**config.mk**
```make
export PLATFORM = sky130hd
export DESIGN_NAME = e1_national_bit_codeword_monitor
export DESIGN_NICKNAME = d
export VERILOG_FILES = /design/src/logic/codeword_monitor_pkg.sv /design/src/logic/e1_national_bit_codeword_monitor.sv
export SDC_FILE = /design/constraint.sdc
export NUM_CORES = 1
export LEC_CHECK = 0
export BUFFER_PORTS_ARGS = -buffer_cell sky130_fd_sc_hd__buf_4
export CORE_MARGIN = 2
export CORE_UTILIZATION = 63
export DETAILED_ROUTE_END_ITERATION = 12
export PLACE_DENSITY = 0.88
export REMOVE_ABC_BUFFERS = 1
export SLEW_MARGIN = 15
export SYNTH_ARGS = -nofsm -noshare
export SYNTH_HDL_FRONTEND = slang
export SYNTH_SLANG_ARGS = --single-unit
```
**constraint.sdc**
```tcl
create_clock -name core_clk -period 3.1 [get_ports core_clk]
set_input_delay 0.155 -clock core_clk [delete_from_list [all_inputs] [get_ports core_clk]]
set_output_delay 0.155 -clock core_clk [all_outputs]
set_load 0.01 [all_outputs]
```
**src/logic/codeword_monitor_pkg.sv**
```systemverilog
// Purpose: constants for the e1 national bit codeword monitor
// Assumes: 8-bit register port at the printed offsets
// Notes:   channel index k equals the register bit: 4 = bit 4 national bit ... 0 = bit 8
package codeword_monitor_pkg;

  localparam int ADDR_W = 8;
  localparam int DATA_W = 8;
  localparam int NCH    = 5;
  localparam int CW_W   = 4;
  localparam int WIN_W  = 12;

  // register offsets
  localparam logic [7:0] TS16_EXTRA_ALARM_STATUS = 8'h55;
  localparam logic [7:0] NATIONAL_BIT4_CODEWORD  = 8'h56;
  localparam logic [7:0] NATIONAL_BIT5_CODEWORD  = 8'h57;
  localparam logic [7:0] NATIONAL_BIT6_CODEWORD  = 8'h58;
  localparam logic [7:0] NATIONAL_BIT7_CODEWORD  = 8'h59;
  localparam logic [7:0] NATIONAL_BIT8_CODEWORD  = 8'h5a;
  localparam logic [7:0] SIXTH_BIT_PATTERN_FLAGS = 8'h5b;
  localparam logic [7:0] CODEWORD_IRQ_CONTROL    = 8'h5c;
  localparam logic [7:0] CODEWORD_IRQ_FLAGS      = 8'h5d;

  // field positions
  localparam int SIXTH_CH          = 2;
  localparam int ALIGN_SELECT_BIT  = 7;
  localparam int DEBOUNCE_BIT      = 6;
  localparam int SUMMARY_BIT       = 5;
  localparam int TS16_REMOTE_BIT   = 2;

  // reset values
  localparam logic [7:0]        CONTROL_RESET = 8'h00;
  localparam logic [CW_W-1:0]   CW_RESET      = 4'h0;
  localparam logic [NCH-1:0]    FLAGS_RESET   = 5'h00;
  localparam logic [2:0]        EXTRA_RESET   = 3'h0;

  // sixth bit patterns, index equals flag bit: 4 = all ones ... 0 = eight
  localparam logic [NCH-1:0][WIN_W-1:0] SIXTH_PATTERNS =
    {12'hfff, 12'heee, 12'hccc, 12'haaa, 12'h888};

  // history depth before a comparison is meaningful
  localparam logic [3:0] SLIDE_FILL = 4'hb;
  localparam logic [1:0] ALIGN_FILL = 2'h2;

endpackage

```
**src/logic/e1_national_bit_codeword_monitor.sv**
```systemverilog
// Purpose: receive-side e1 ts16_extra_alarm_status bit capture, national bit codewords, sixth bit patterns
// Assumes: framer strobes come from logic on core_clk; nfas strobe never coincides with a
//          sub multiframe start
// Notes:   codeword of a sub multiframe is taken at the first bit of the next one
// How it works
// - ts16 extra bits captured at multiframe start
// - remote alarm bit captured likewise, held unsynced
// - debounce updates only on two equal codewords
// - no debounce loads every sub multiframe
// - codewords frozen while crc multiframe unsynced
// - control bit 6 selects debounce
// - sliding twelve sixth bits compared to patterns
// - aligned mode compares three sixth codewords
// - five pattern flags, one per pattern
// - summary flag on any pattern match
// - change flag set when codeword register changes
// - bits 4..0 enable change flags onto irq
// - bit 5 enables summary flag onto irq
// - writing one clears a flag, zero keeps
`timescale 1ns/100ps
`default_nettype none

module e1_national_bit_codeword_monitor (
  input  wire logic                                   core_clk,
  input  wire logic                                   rst_b,
  input  wire logic                                   smf_sync,
  input  wire logic                                   smf_first_bit,
  input  wire logic [2:0]                             ts16_extra_in,
  input  wire logic                                   ts16_remote_alarm_in,
  input  wire logic                                   crc_sync,
  input  wire logic                                   submf_first_bit,
  input  wire logic                                   nfas_strobe,
  input  wire logic [codeword_monitor_pkg::NCH-1:0]   national_bits_in,
  input  wire logic [codeword_monitor_pkg::ADDR_W-1:0] reg_addr,
  input  wire logic [codeword_monitor_pkg::DATA_W-1:0] reg_wdata,
  input  wire logic                                   reg_wr,
  input  wire logic                                   reg_rd,
  output logic      [codeword_monitor_pkg::DATA_W-1:0] reg_rdata,
  output logic                                        irq
);

  localparam int NCH  = codeword_monitor_pkg::NCH;
  localparam int CW_W = codeword_monitor_pkg::CW_W;
  localparam int WW   = codeword_monitor_pkg::WIN_W;

  logic [2:0]                 extra_reg;
  logic                       remote_reg;
  logic [7:0]                 control_reg;
  logic [NCH-1:0][CW_W-1:0]   assemble_reg;
  logic [NCH-1:0][CW_W-1:0]   received_reg;
  logic [NCH-1:0][CW_W-1:0]   value_reg;
  logic [NCH-1:0]             change_reg;
  logic [NCH-1:0]             pattern_reg;
  logic                       summary_reg;
  logic [WW-1:0]              window_reg;
  logic [3:0]                 slide_count_reg;
  logic [WW-1:0]              history_reg;
  logic [1:0]                 align_count_reg;
  logic [7:0]                 rdata_reg;
  logic                       irq_reg;

  logic [NCH-1:0][CW_W-1:0]   value_next;
  logic [NCH-1:0]             value_load;
  logic [WW-1:0]              window_next;
  logic [WW-1:0]              history_next;
  logic [WW-1:0]              compare_word;
  logic                       compare_now;
  logic [NCH-1:0]             match;
  logic                       wr_pattern;
  logic                       wr_flags;
  logic                       rd_flags;
  logic [NCH-1:0]             pattern_clear;
  logic [NCH-1:0]             change_clear;
  logic                       summary_clear;
  logic                       debounce_on;
  logic                       align_sel;

  assign debounce_on = control_reg[codeword_monitor_pkg::DEBOUNCE_BIT];
  assign align_sel   = control_reg[codeword_monitor_pkg::ALIGN_SELECT_BIT];

  // ts16_extra_alarm_status bits only move on a multiframe start seen in sync
  always_ff @(posedge core_clk) begin
    if (!rst_b) begin
      extra_reg  <= codeword_monitor_pkg::EXTRA_RESET;
      remote_reg <= 1'b0;
    end else if (smf_sync && smf_first_bit) begin
      extra_reg  <= ts16_extra_in;
      remote_reg <= ts16_remote_alarm_in;
    end
  end

  // national bits gathered per nfas frame, first received lands in bit 3
  always_ff @(posedge core_clk) begin
    if (!rst_b) begin
      assemble_reg <= '0;
    end else if (nfas_strobe) begin
      for (int k = 0; k < NCH; k++) begin
        assemble_reg[k] <= {assemble_reg[k][CW_W-2:0], national_bits_in[k]};
      end
    end
  end

  // codeword load decision per channel
  always_comb begin
    value_next = value_reg;
    value_load = '0;
    for (int k = 0; k < NCH; k++) begin
      if (crc_sync && submf_first_bit) begin
        if (!debounce_on || assemble_reg[k] == received_reg[k]) begin
          value_next[k] = assemble_reg[k];
          value_load[k] = 1'b1;
        end
      end
    end
  end

  always_ff @(posedge core_clk) begin
    if (!rst_b) begin
      received_reg <= '0;
      value_reg    <= '0;
    end else begin
      value_reg <= value_next;
      if (crc_sync && submf_first_bit) begin
        received_reg <= assemble_reg;
      end
    end
  end

  // sliding window of sixth bits and aligned history of sixth codewords
  assign window_next  = {window_reg[WW-2:0], national_bits_in[codeword_monitor_pkg::SIXTH_CH]};
  assign history_next = {history_reg[WW-CW_W-1:0], assemble_reg[codeword_monitor_pkg::SIXTH_CH]};

  always_ff @(posedge core_clk) begin
    if (!rst_b || !crc_sync) begin
      window_reg      <= '0;
      slide_count_reg <= '0;
      history_reg     <= '0;
      align_count_reg <= '0;
    end else begin
      if (nfas_strobe) begin
        window_reg <= window_next;
        if (slide_count_reg != codeword_monitor_pkg::SLIDE_FILL) begin
          slide_count_reg <= slide_count_reg + 4'h1;
        end
      end
      if (submf_first_bit) begin
        history_reg <= history_next;
        if (align_count_reg != codeword_monitor_pkg::ALIGN_FILL) begin
          align_count_reg <= align_count_reg + 2'h1;
        end
      end
    end
  end

  // a partial history after resync would give false matches, hence the fill counts
  always_comb begin
    if (align_sel) begin
      compare_word = history_next;
      compare_now  = crc_sync && submf_first_bit
                     && align_count_reg == codeword_monitor_pkg::ALIGN_FILL;
    end else begin
      compare_word = window_next;
      compare_now  = crc_sync && nfas_strobe
                     && slide_count_reg == codeword_monitor_pkg::SLIDE_FILL;
    end
    match = '0;
    for (int p = 0; p < NCH; p++) begin
      match[p] = compare_now && compare_word == codeword_monitor_pkg::SIXTH_PATTERNS[p];
    end
  end

  // register port decode
  assign wr_pattern = reg_wr && reg_addr == codeword_monitor_pkg::SIXTH_BIT_PATTERN_FLAGS;
  assign wr_flags   = reg_wr && reg_addr == codeword_monitor_pkg::CODEWORD_IRQ_FLAGS;
  assign rd_flags   = reg_rd && reg_addr == codeword_monitor_pkg::CODEWORD_IRQ_FLAGS;

  assign pattern_clear = wr_pattern ? reg_wdata[NCH-1:0] : '0;
  assign change_clear  = rd_flags ? '1 : (wr_flags ? reg_wdata[NCH-1:0] : '0);
  assign summary_clear = rd_flags || (wr_flags && reg_wdata[codeword_monitor_pkg::SUMMARY_BIT]);

  // sticky flags: a set in the clearing cycle wins
  always_ff @(posedge core_clk) begin
    if (!rst_b) begin
      pattern_reg <= codeword_monitor_pkg::FLAGS_RESET;
      change_reg  <= codeword_monitor_pkg::FLAGS_RESET;
      summary_reg <= 1'b0;
    end else begin
      pattern_reg <= (pattern_reg & ~pattern_clear) | match;
      change_reg  <= (change_reg & ~change_clear)
                     | (value_load & ~value_unchanged(value_next, value_reg));
      summary_reg <= (summary_reg && !summary_clear) || (|match);
    end
  end

  function automatic logic [NCH-1:0] value_unchanged(
    input logic [NCH-1:0][CW_W-1:0] a,
    input logic [NCH-1:0][CW_W-1:0] b
  );
    logic [NCH-1:0] same;
    same = '0;
    for (int k = 0; k < NCH; k++) begin
      same[k] = a[k] == b[k];
    end
    return same;
  endfunction

  always_ff @(posedge core_clk) begin
    if (!rst_b) begin
      control_reg <= codeword_monitor_pkg::CONTROL_RESET;
    end else if (reg_wr && reg_addr == codeword_monitor_pkg::CODEWORD_IRQ_CONTROL) begin
      control_reg <= reg_wdata;
    end
  end

  // irq follows the flag state one cycle later
  always_ff @(posedge core_clk) begin
    if (!rst_b) begin
      irq_reg <= 1'b0;
    end else begin
      irq_reg <= |(change_reg & control_reg[NCH-1:0])
                 || (summary_reg && control_reg[codeword_monitor_pkg::SUMMARY_BIT]);
    end
  end

  // read data valid in the cycle after the strobe; unmapped reads give zero
  always_ff @(posedge core_clk) begin
    if (!rst_b) begin
      rdata_reg <= 8'h00;
    end else if (reg_rd) begin
      case (reg_addr)
        codeword_monitor_pkg::TS16_EXTRA_ALARM_STATUS:
          rdata_reg <= {4'h0, extra_reg[2], remote_reg, extra_reg[1:0]};
        codeword_monitor_pkg::NATIONAL_BIT4_CODEWORD:  rdata_reg <= {4'h0, value_reg[4]};
        codeword_monitor_pkg::NATIONAL_BIT5_CODEWORD:  rdata_reg <= {4'h0, value_reg[3]};
        codeword_monitor_pkg::NATIONAL_BIT6_CODEWORD:  rdata_reg <= {4'h0, value_reg[2]};
        codeword_monitor_pkg::NATIONAL_BIT7_CODEWORD:  rdata_reg <= {4'h0, value_reg[1]};
        codeword_monitor_pkg::NATIONAL_BIT8_CODEWORD:  rdata_reg <= {4'h0, value_reg[0]};
        codeword_monitor_pkg::SIXTH_BIT_PATTERN_FLAGS: rdata_reg <= {3'h0, pattern_reg};
        codeword_monitor_pkg::CODEWORD_IRQ_CONTROL:    rdata_reg <= control_reg;
        codeword_monitor_pkg::CODEWORD_IRQ_FLAGS:      rdata_reg <= {2'h0, summary_reg, change_reg};
        default:                                       rdata_reg <= 8'h00;
      endcase
    end else begin
      rdata_reg <= 8'h00;
    end
  end

  assign reg_rdata = rdata_reg;
  assign irq       = irq_reg;

endmodule

`default_nettype wire

```
Yosys cells after proc, flatten, opt, wreduce, memory -nomap -nowiden
Index checks and enable logic that the tools add are counted.

Add/sub/neg operators: 2. Eq/ne operators: 28. Multiplexer cells: 26. Bitwise logic cells: 9. Reductions and logical operators: 35.

Operators with widths (number): $eq A8 B7 Y1 const B (9); $pmux W8 S9 (1); $eq A12 B12 Y1 const B (5); $eq A4 B4 Y1 (10); $mux W4 (10); $and A5 B5 Y5 (4); $logic_and A1 B1 Y1 (17); $mux W5 (3); $not A5 Y5 (3); $mux W12 (1); $mux W1 (11); $or A5 B5 Y5 (2); $reduce_or A5 Y1 (2); $logic_or A1 B1 Y1 (9); $reduce_and A2 Y1 (3); $add A4 B1 Y4 const B (1); $eq A4 B4 Y1 const B (1); $logic_not A1 Y1 (4); $ne A4 B4 Y1 const B (1); $add A2 B1 Y2 const B (1); $eq A2 B2 Y1 const B (1); $ne A2 B2 Y1 const B (1).

Flip-flop bits (word level): 117. Input bits: 34. Output and inout port bits: 9.

Depth between registers and ports, before layout
Word-level depth: 8. Mapped depth: 7. Gate-level depth less buffers: 7.

Least setup slack after synthesis
OpenSTA, ideal clock, no wires.

Path type: register to register. Start point: register assemble_reg[10] (netlist name). End point: register change_reg[2]. Arrival: 1.466 ns. Data required time: 3.031 ns. Slack: 1.565 ns. Stages on the path, launching flop included: 7. Clock period less this slack: 1.535 ns. Cells stage by stage: dfxtp_1 buf_6 xor2_2 o41ai_4 nand2_2 a41o_1 a21oi_2.

Cells in the longest elaborated chain, start to end: 8. Elaborated cells on any way between the ends: 10.

Ends and longest elaborated chain: start: declaration (RTL line e1_national_bit_codeword_monitor.sv:49) `logic [NCH-1:0][CW_W-1:0] assemble_reg;`; start signal: indexed assignment (RTL line e1_national_bit_codeword_monitor.sv:98) `assemble_reg[k] <= {assemble_reg[k][CW_W-2:0], national_bits_in[k]};`; $eq A4 B4 Y1 (RTL line e1_national_bit_codeword_monitor.sv:109) `if (!debounce_on || assemble_reg[k] == received_reg[k]) begin`; $logic_or A1 B1 Y1 (RTL line e1_national_bit_codeword_monitor.sv:109); $mux W4 (RTL line e1_national_bit_codeword_monitor.sv:109); $mux W4 (RTL line e1_national_bit_codeword_monitor.sv:108) `if (crc_sync && submf_first_bit) begin`; $eq A4 B4 Y1 (RTL line e1_national_bit_codeword_monitor.sv:202) `same[k] = a[k] == b[k];`; $not A5 Y5 (RTL line e1_national_bit_codeword_monitor.sv:190) `| (value_load & ~value_unchanged(value_next, value_reg));`; $and A5 B5 Y5 (*) (RTL line e1_national_bit_codeword_monitor.sv:190); $or A5 B5 Y5 (*) (RTL line e1_national_bit_codeword_monitor.sv:190); end signal: assignment (RTL line e1_national_bit_codeword_monitor.sv:185) `change_reg <= codeword_monitor_pkg::FLAGS_RESET;`; end signal: assignment (RTL line e1_national_bit_codeword_monitor.sv:189) `change_reg <= (change_reg & ~change_clear)`; end: declaration (RTL line e1_national_bit_codeword_monitor.sv:52) `logic [NCH-1:0] change_reg;`.

Mark *: on every way between the ends. The rest lies on a longest branch, timed or not. A chain may end at the register's enable or synchronous reset.

Worst setup path after layout
Start point: register control_reg[7]. End point: register summary_reg.

Cells in the longest elaborated chain, start to end: 5. Elaborated cells on any way between the ends: 14.

Ends and longest elaborated chain: start: declaration (RTL line e1_national_bit_codeword_monitor.sv:48) `logic [7:0] control_reg;`; start signal: assignment (RTL line e1_national_bit_codeword_monitor.sv:209) `control_reg <= codeword_monitor_pkg::CONTROL_RESET;`; start signal: assignment (RTL line e1_national_bit_codeword_monitor.sv:211) `control_reg <= reg_wdata;`; $mux W12 (RTL line e1_national_bit_codeword_monitor.sv:157) `if (align_sel) begin`; $eq A12 B12 Y1 (RTL line e1_national_bit_codeword_monitor.sv:168) `match[p] = compare_now && compare_word == codeword_monitor_pkg::SIXTH_PATTERNS[p];`; $logic_and A1 B1 Y1 (RTL line e1_national_bit_codeword_monitor.sv:168); $reduce_or A5 Y1 (*) (RTL line e1_national_bit_codeword_monitor.sv:191) `summary_reg <= (summary_reg && !summary_clear) || (|match);`; $logic_or A1 B1 Y1 (*) (RTL line e1_national_bit_codeword_monitor.sv:191); end signal: assignment (RTL line e1_national_bit_codeword_monitor.sv:191); end: declaration (RTL line e1_national_bit_codeword_monitor.sv:54) `logic summary_reg;`.

Marks and branches as above.

==> flow_summary.ini <==
[grt]
grt_pass1_vias = 5019
gr-max-usage-layer = met2
overflow = 0
grt_use_met3 = 0.0791
grt_start_max_net_pins = 38
grt_use_met2 = 0.538
antenna_found_initial = 0
gr-usage-met1 = 0.397
grt_pass1_wl_mm = 25.0
grt_use_total = 0.328

[synthesis]
async_reset_ff_frac = 0
syn_area_per_cell_um2 = 8.86
syn_inst = 623
synth_top_area_cell = dfxtp_1
synthTopCellsByArea = dfxtp_1 (42%), mux2i_1 (9.6%), nand2_1 (5.8%), a21oi_1 (5.2%), nor2_1 (4.0%)
yosys_warnings = 0
ys_seq_area_frac = 0.424
synth_edf_count = 0
synth_top_area_frac = 0.424
syn_area_um2 = 5520
synth_common_cells = dfxtp_1 (117), nand2_1 (85), nor2_1 (59)
synth.most_common_cell = dfxtp_1
netlist-cell-type-count = 55
synth_flop_cell = dfxtp_1
yosys_register_bits = 117

[detailed_routing]
ant_nets = 0
first_iter_violations = 477
drc_errors = 0
vias = 5057
first_pass_iters = 7
avgViaCountPerCell = 6.43
wl_per_cell_um = 19.4
drt_wl_total_mm = 15.3

[timing]
setup_tns_ps = 0
final_max_slew_viol_count = 0
tightest_slew_ps = 919
slew_headroom = 0.388
rsz0062_at_grt = no
fin_ws_ps = 843
hold_viol_final = 0
setup_viol = 0
clock-skew-final_ps = 6.06
fin_crit_ps = 2260
fin_crit_sh = 0.728
max_freq_mhz = 443

[worst_setup_path]
crit_path_end_kind = register
max_stage_delay_ps = 750
crit_fanout = 20
worstSetupPathType = register to register
worst_ep_arrival_time_ps = 2670
critPathLaunchType = register
critPathSlowestCell = dfxtp_1
crit_chain = a31oi_1 -> a2111oi_2 -> a211oi_1 -> nor3_1
cp_data_required_time_ps = 3510

[run]
cap_violations = 0

[power_and_ir_drop]
sw_frac_of_total = 0.216
p_leak_nw = 2.64
switchingPower_mw = 0.847
seq_power_share = 0.396
p_per_area_nw_per_um2 = 590
vdd_drop_max_mv = 0.352
intPower_mw = 3.08
combinationalPowerShare = 0.066
clkPwrFrac = 0.538

[die]
die-area_um2 = 9530
dieHeight_um = 97.6
io_pins = 43
dieWidth_um = 97.6
start_util = 0.643
core.rowCount = 34
core_um2 = 8590

[layout]
fill_cells = 466
final_cells = 786
diodes = 0
syn2layout_area_growth_pct = 20.6
layout.area.seq_um2 = 2340
fin_nets = 701
multi_input_area_um2 = 2910
design_area_um2 = 6660
drive_above_1_share = 0.149

[outcome]
status = finished clean

[placement]
place_ws_ps = 1220
placedCellCount = 729
dpl.hpwl_mm = 8.70
gp_congestion = 0.978
placed_area_um2 = 5770
io_buffers = 42

[hold_path]
worstHoldPathType = primary input to register

[clock_network]
clockBufferDepth = 2
root_buffer = clkbuf_8
path_clk_slew_ps = 60
numCtsBuffers = 17
htree_levels = 4
cts_tree = done
clock-sinks = 117
clk_latency_ps = 510
-- worst paths after layout --
check,start,endpoint,slack (ps),depth (start not counted)
worst max-delay path,control_reg[7]$_SDFFE_PN0P_,summary_reg$_SDFF_PN0_,840,4
worst min-delay path,submf_first_bit,history_reg[0]$_SDFFE_PP0P_,40,3
worst max register to register,control_reg[7]$_SDFFE_PN0P_,summary_reg$_SDFF_PN0_,840,4
worst min register to register,received_reg[16]$_SDFFE_PN0P_,received_reg[16]$_SDFFE_PN0P_,470,2
-- routing by layer --
metal	up-vias	part of all wire	routed length [µm]
met3	89	0.093	1410
met1	2369	0.38	5740
li1	2250	-	-
met2	349	0.48	7320
met5	-	0	0
met4	0	0.051	779
-- cell families after synthesis --
family | Yosys count | share of synthesized area
AOI/OAI and AO/OA | 122 | 0.158
xor gates and xnor gates | 43 | 0.0696
adders and majority gates | 2 | 0.00453
buffers and inverters | 56 | 0.0494
DFF | 117 | 0.424
muxes | 57 | 0.104
and+or+nand+nor | 226 | 0.190
-- cell type report --
cell class,instances,area share
Clock inverter,9,0.0259
Inverter,6,0.00338
Clock buffer,23,0.0701
Tap cell,108,0.0203
Multi-Input combinational cell,450,0.437
Sequential cell,117,0.352
Timing Repair Buffer,73,0.0917
-- cells in the final DEF (no fill, tap or decap), types with 12 or more instances in the layout --
cell type and count:
a22oi_1 12, nor2_1 59, dfxtp_1 117, dlygate4sd3_1 25, mux2i_1 53, xnor2_1 21
xor2_1 21, buf_4 48, clkbuf_16 16, nand2_1 85, a21oi_1 57, nand3_1 32
-- critical path: cells and delay by family, from the launching register on --
family | cells | cell delay [ps]
DFF | 1 | 750
and+or+nand+nor | 1 | 280
AOI/OAI and AO/OA | 3 | 1120
-- what timing repair did --
item	in CTS	in global routing
endpoints found under the hold margin	21	0
gates resized for setup	0	0
setup buffers	0	0
hold buffers	25	0
-- power by group through the flow --
stage	registers, mW	clock network, mW	logic [mW]
floorplan	1.58	0	0.121
global placement	1.58	0	0.214
detailed placement	1.59	0	0.222
CTS	1.55	2.10	0.250
global route	1.56	2.18	0.276
finish	1.56	2.12	0.258
-- stage by stage --
stage	utilization	total power, mW	hold slack [ps]
finish	0.775	3.93	36.2
global route	0.775	4.02	40.5
CTS	0.775	3.91	27.2
detailed placement	0.671	1.81	405
global placement	0.671	1.80	389
floorplan	-	1.70	233
(Power assumes the default switching activity.)
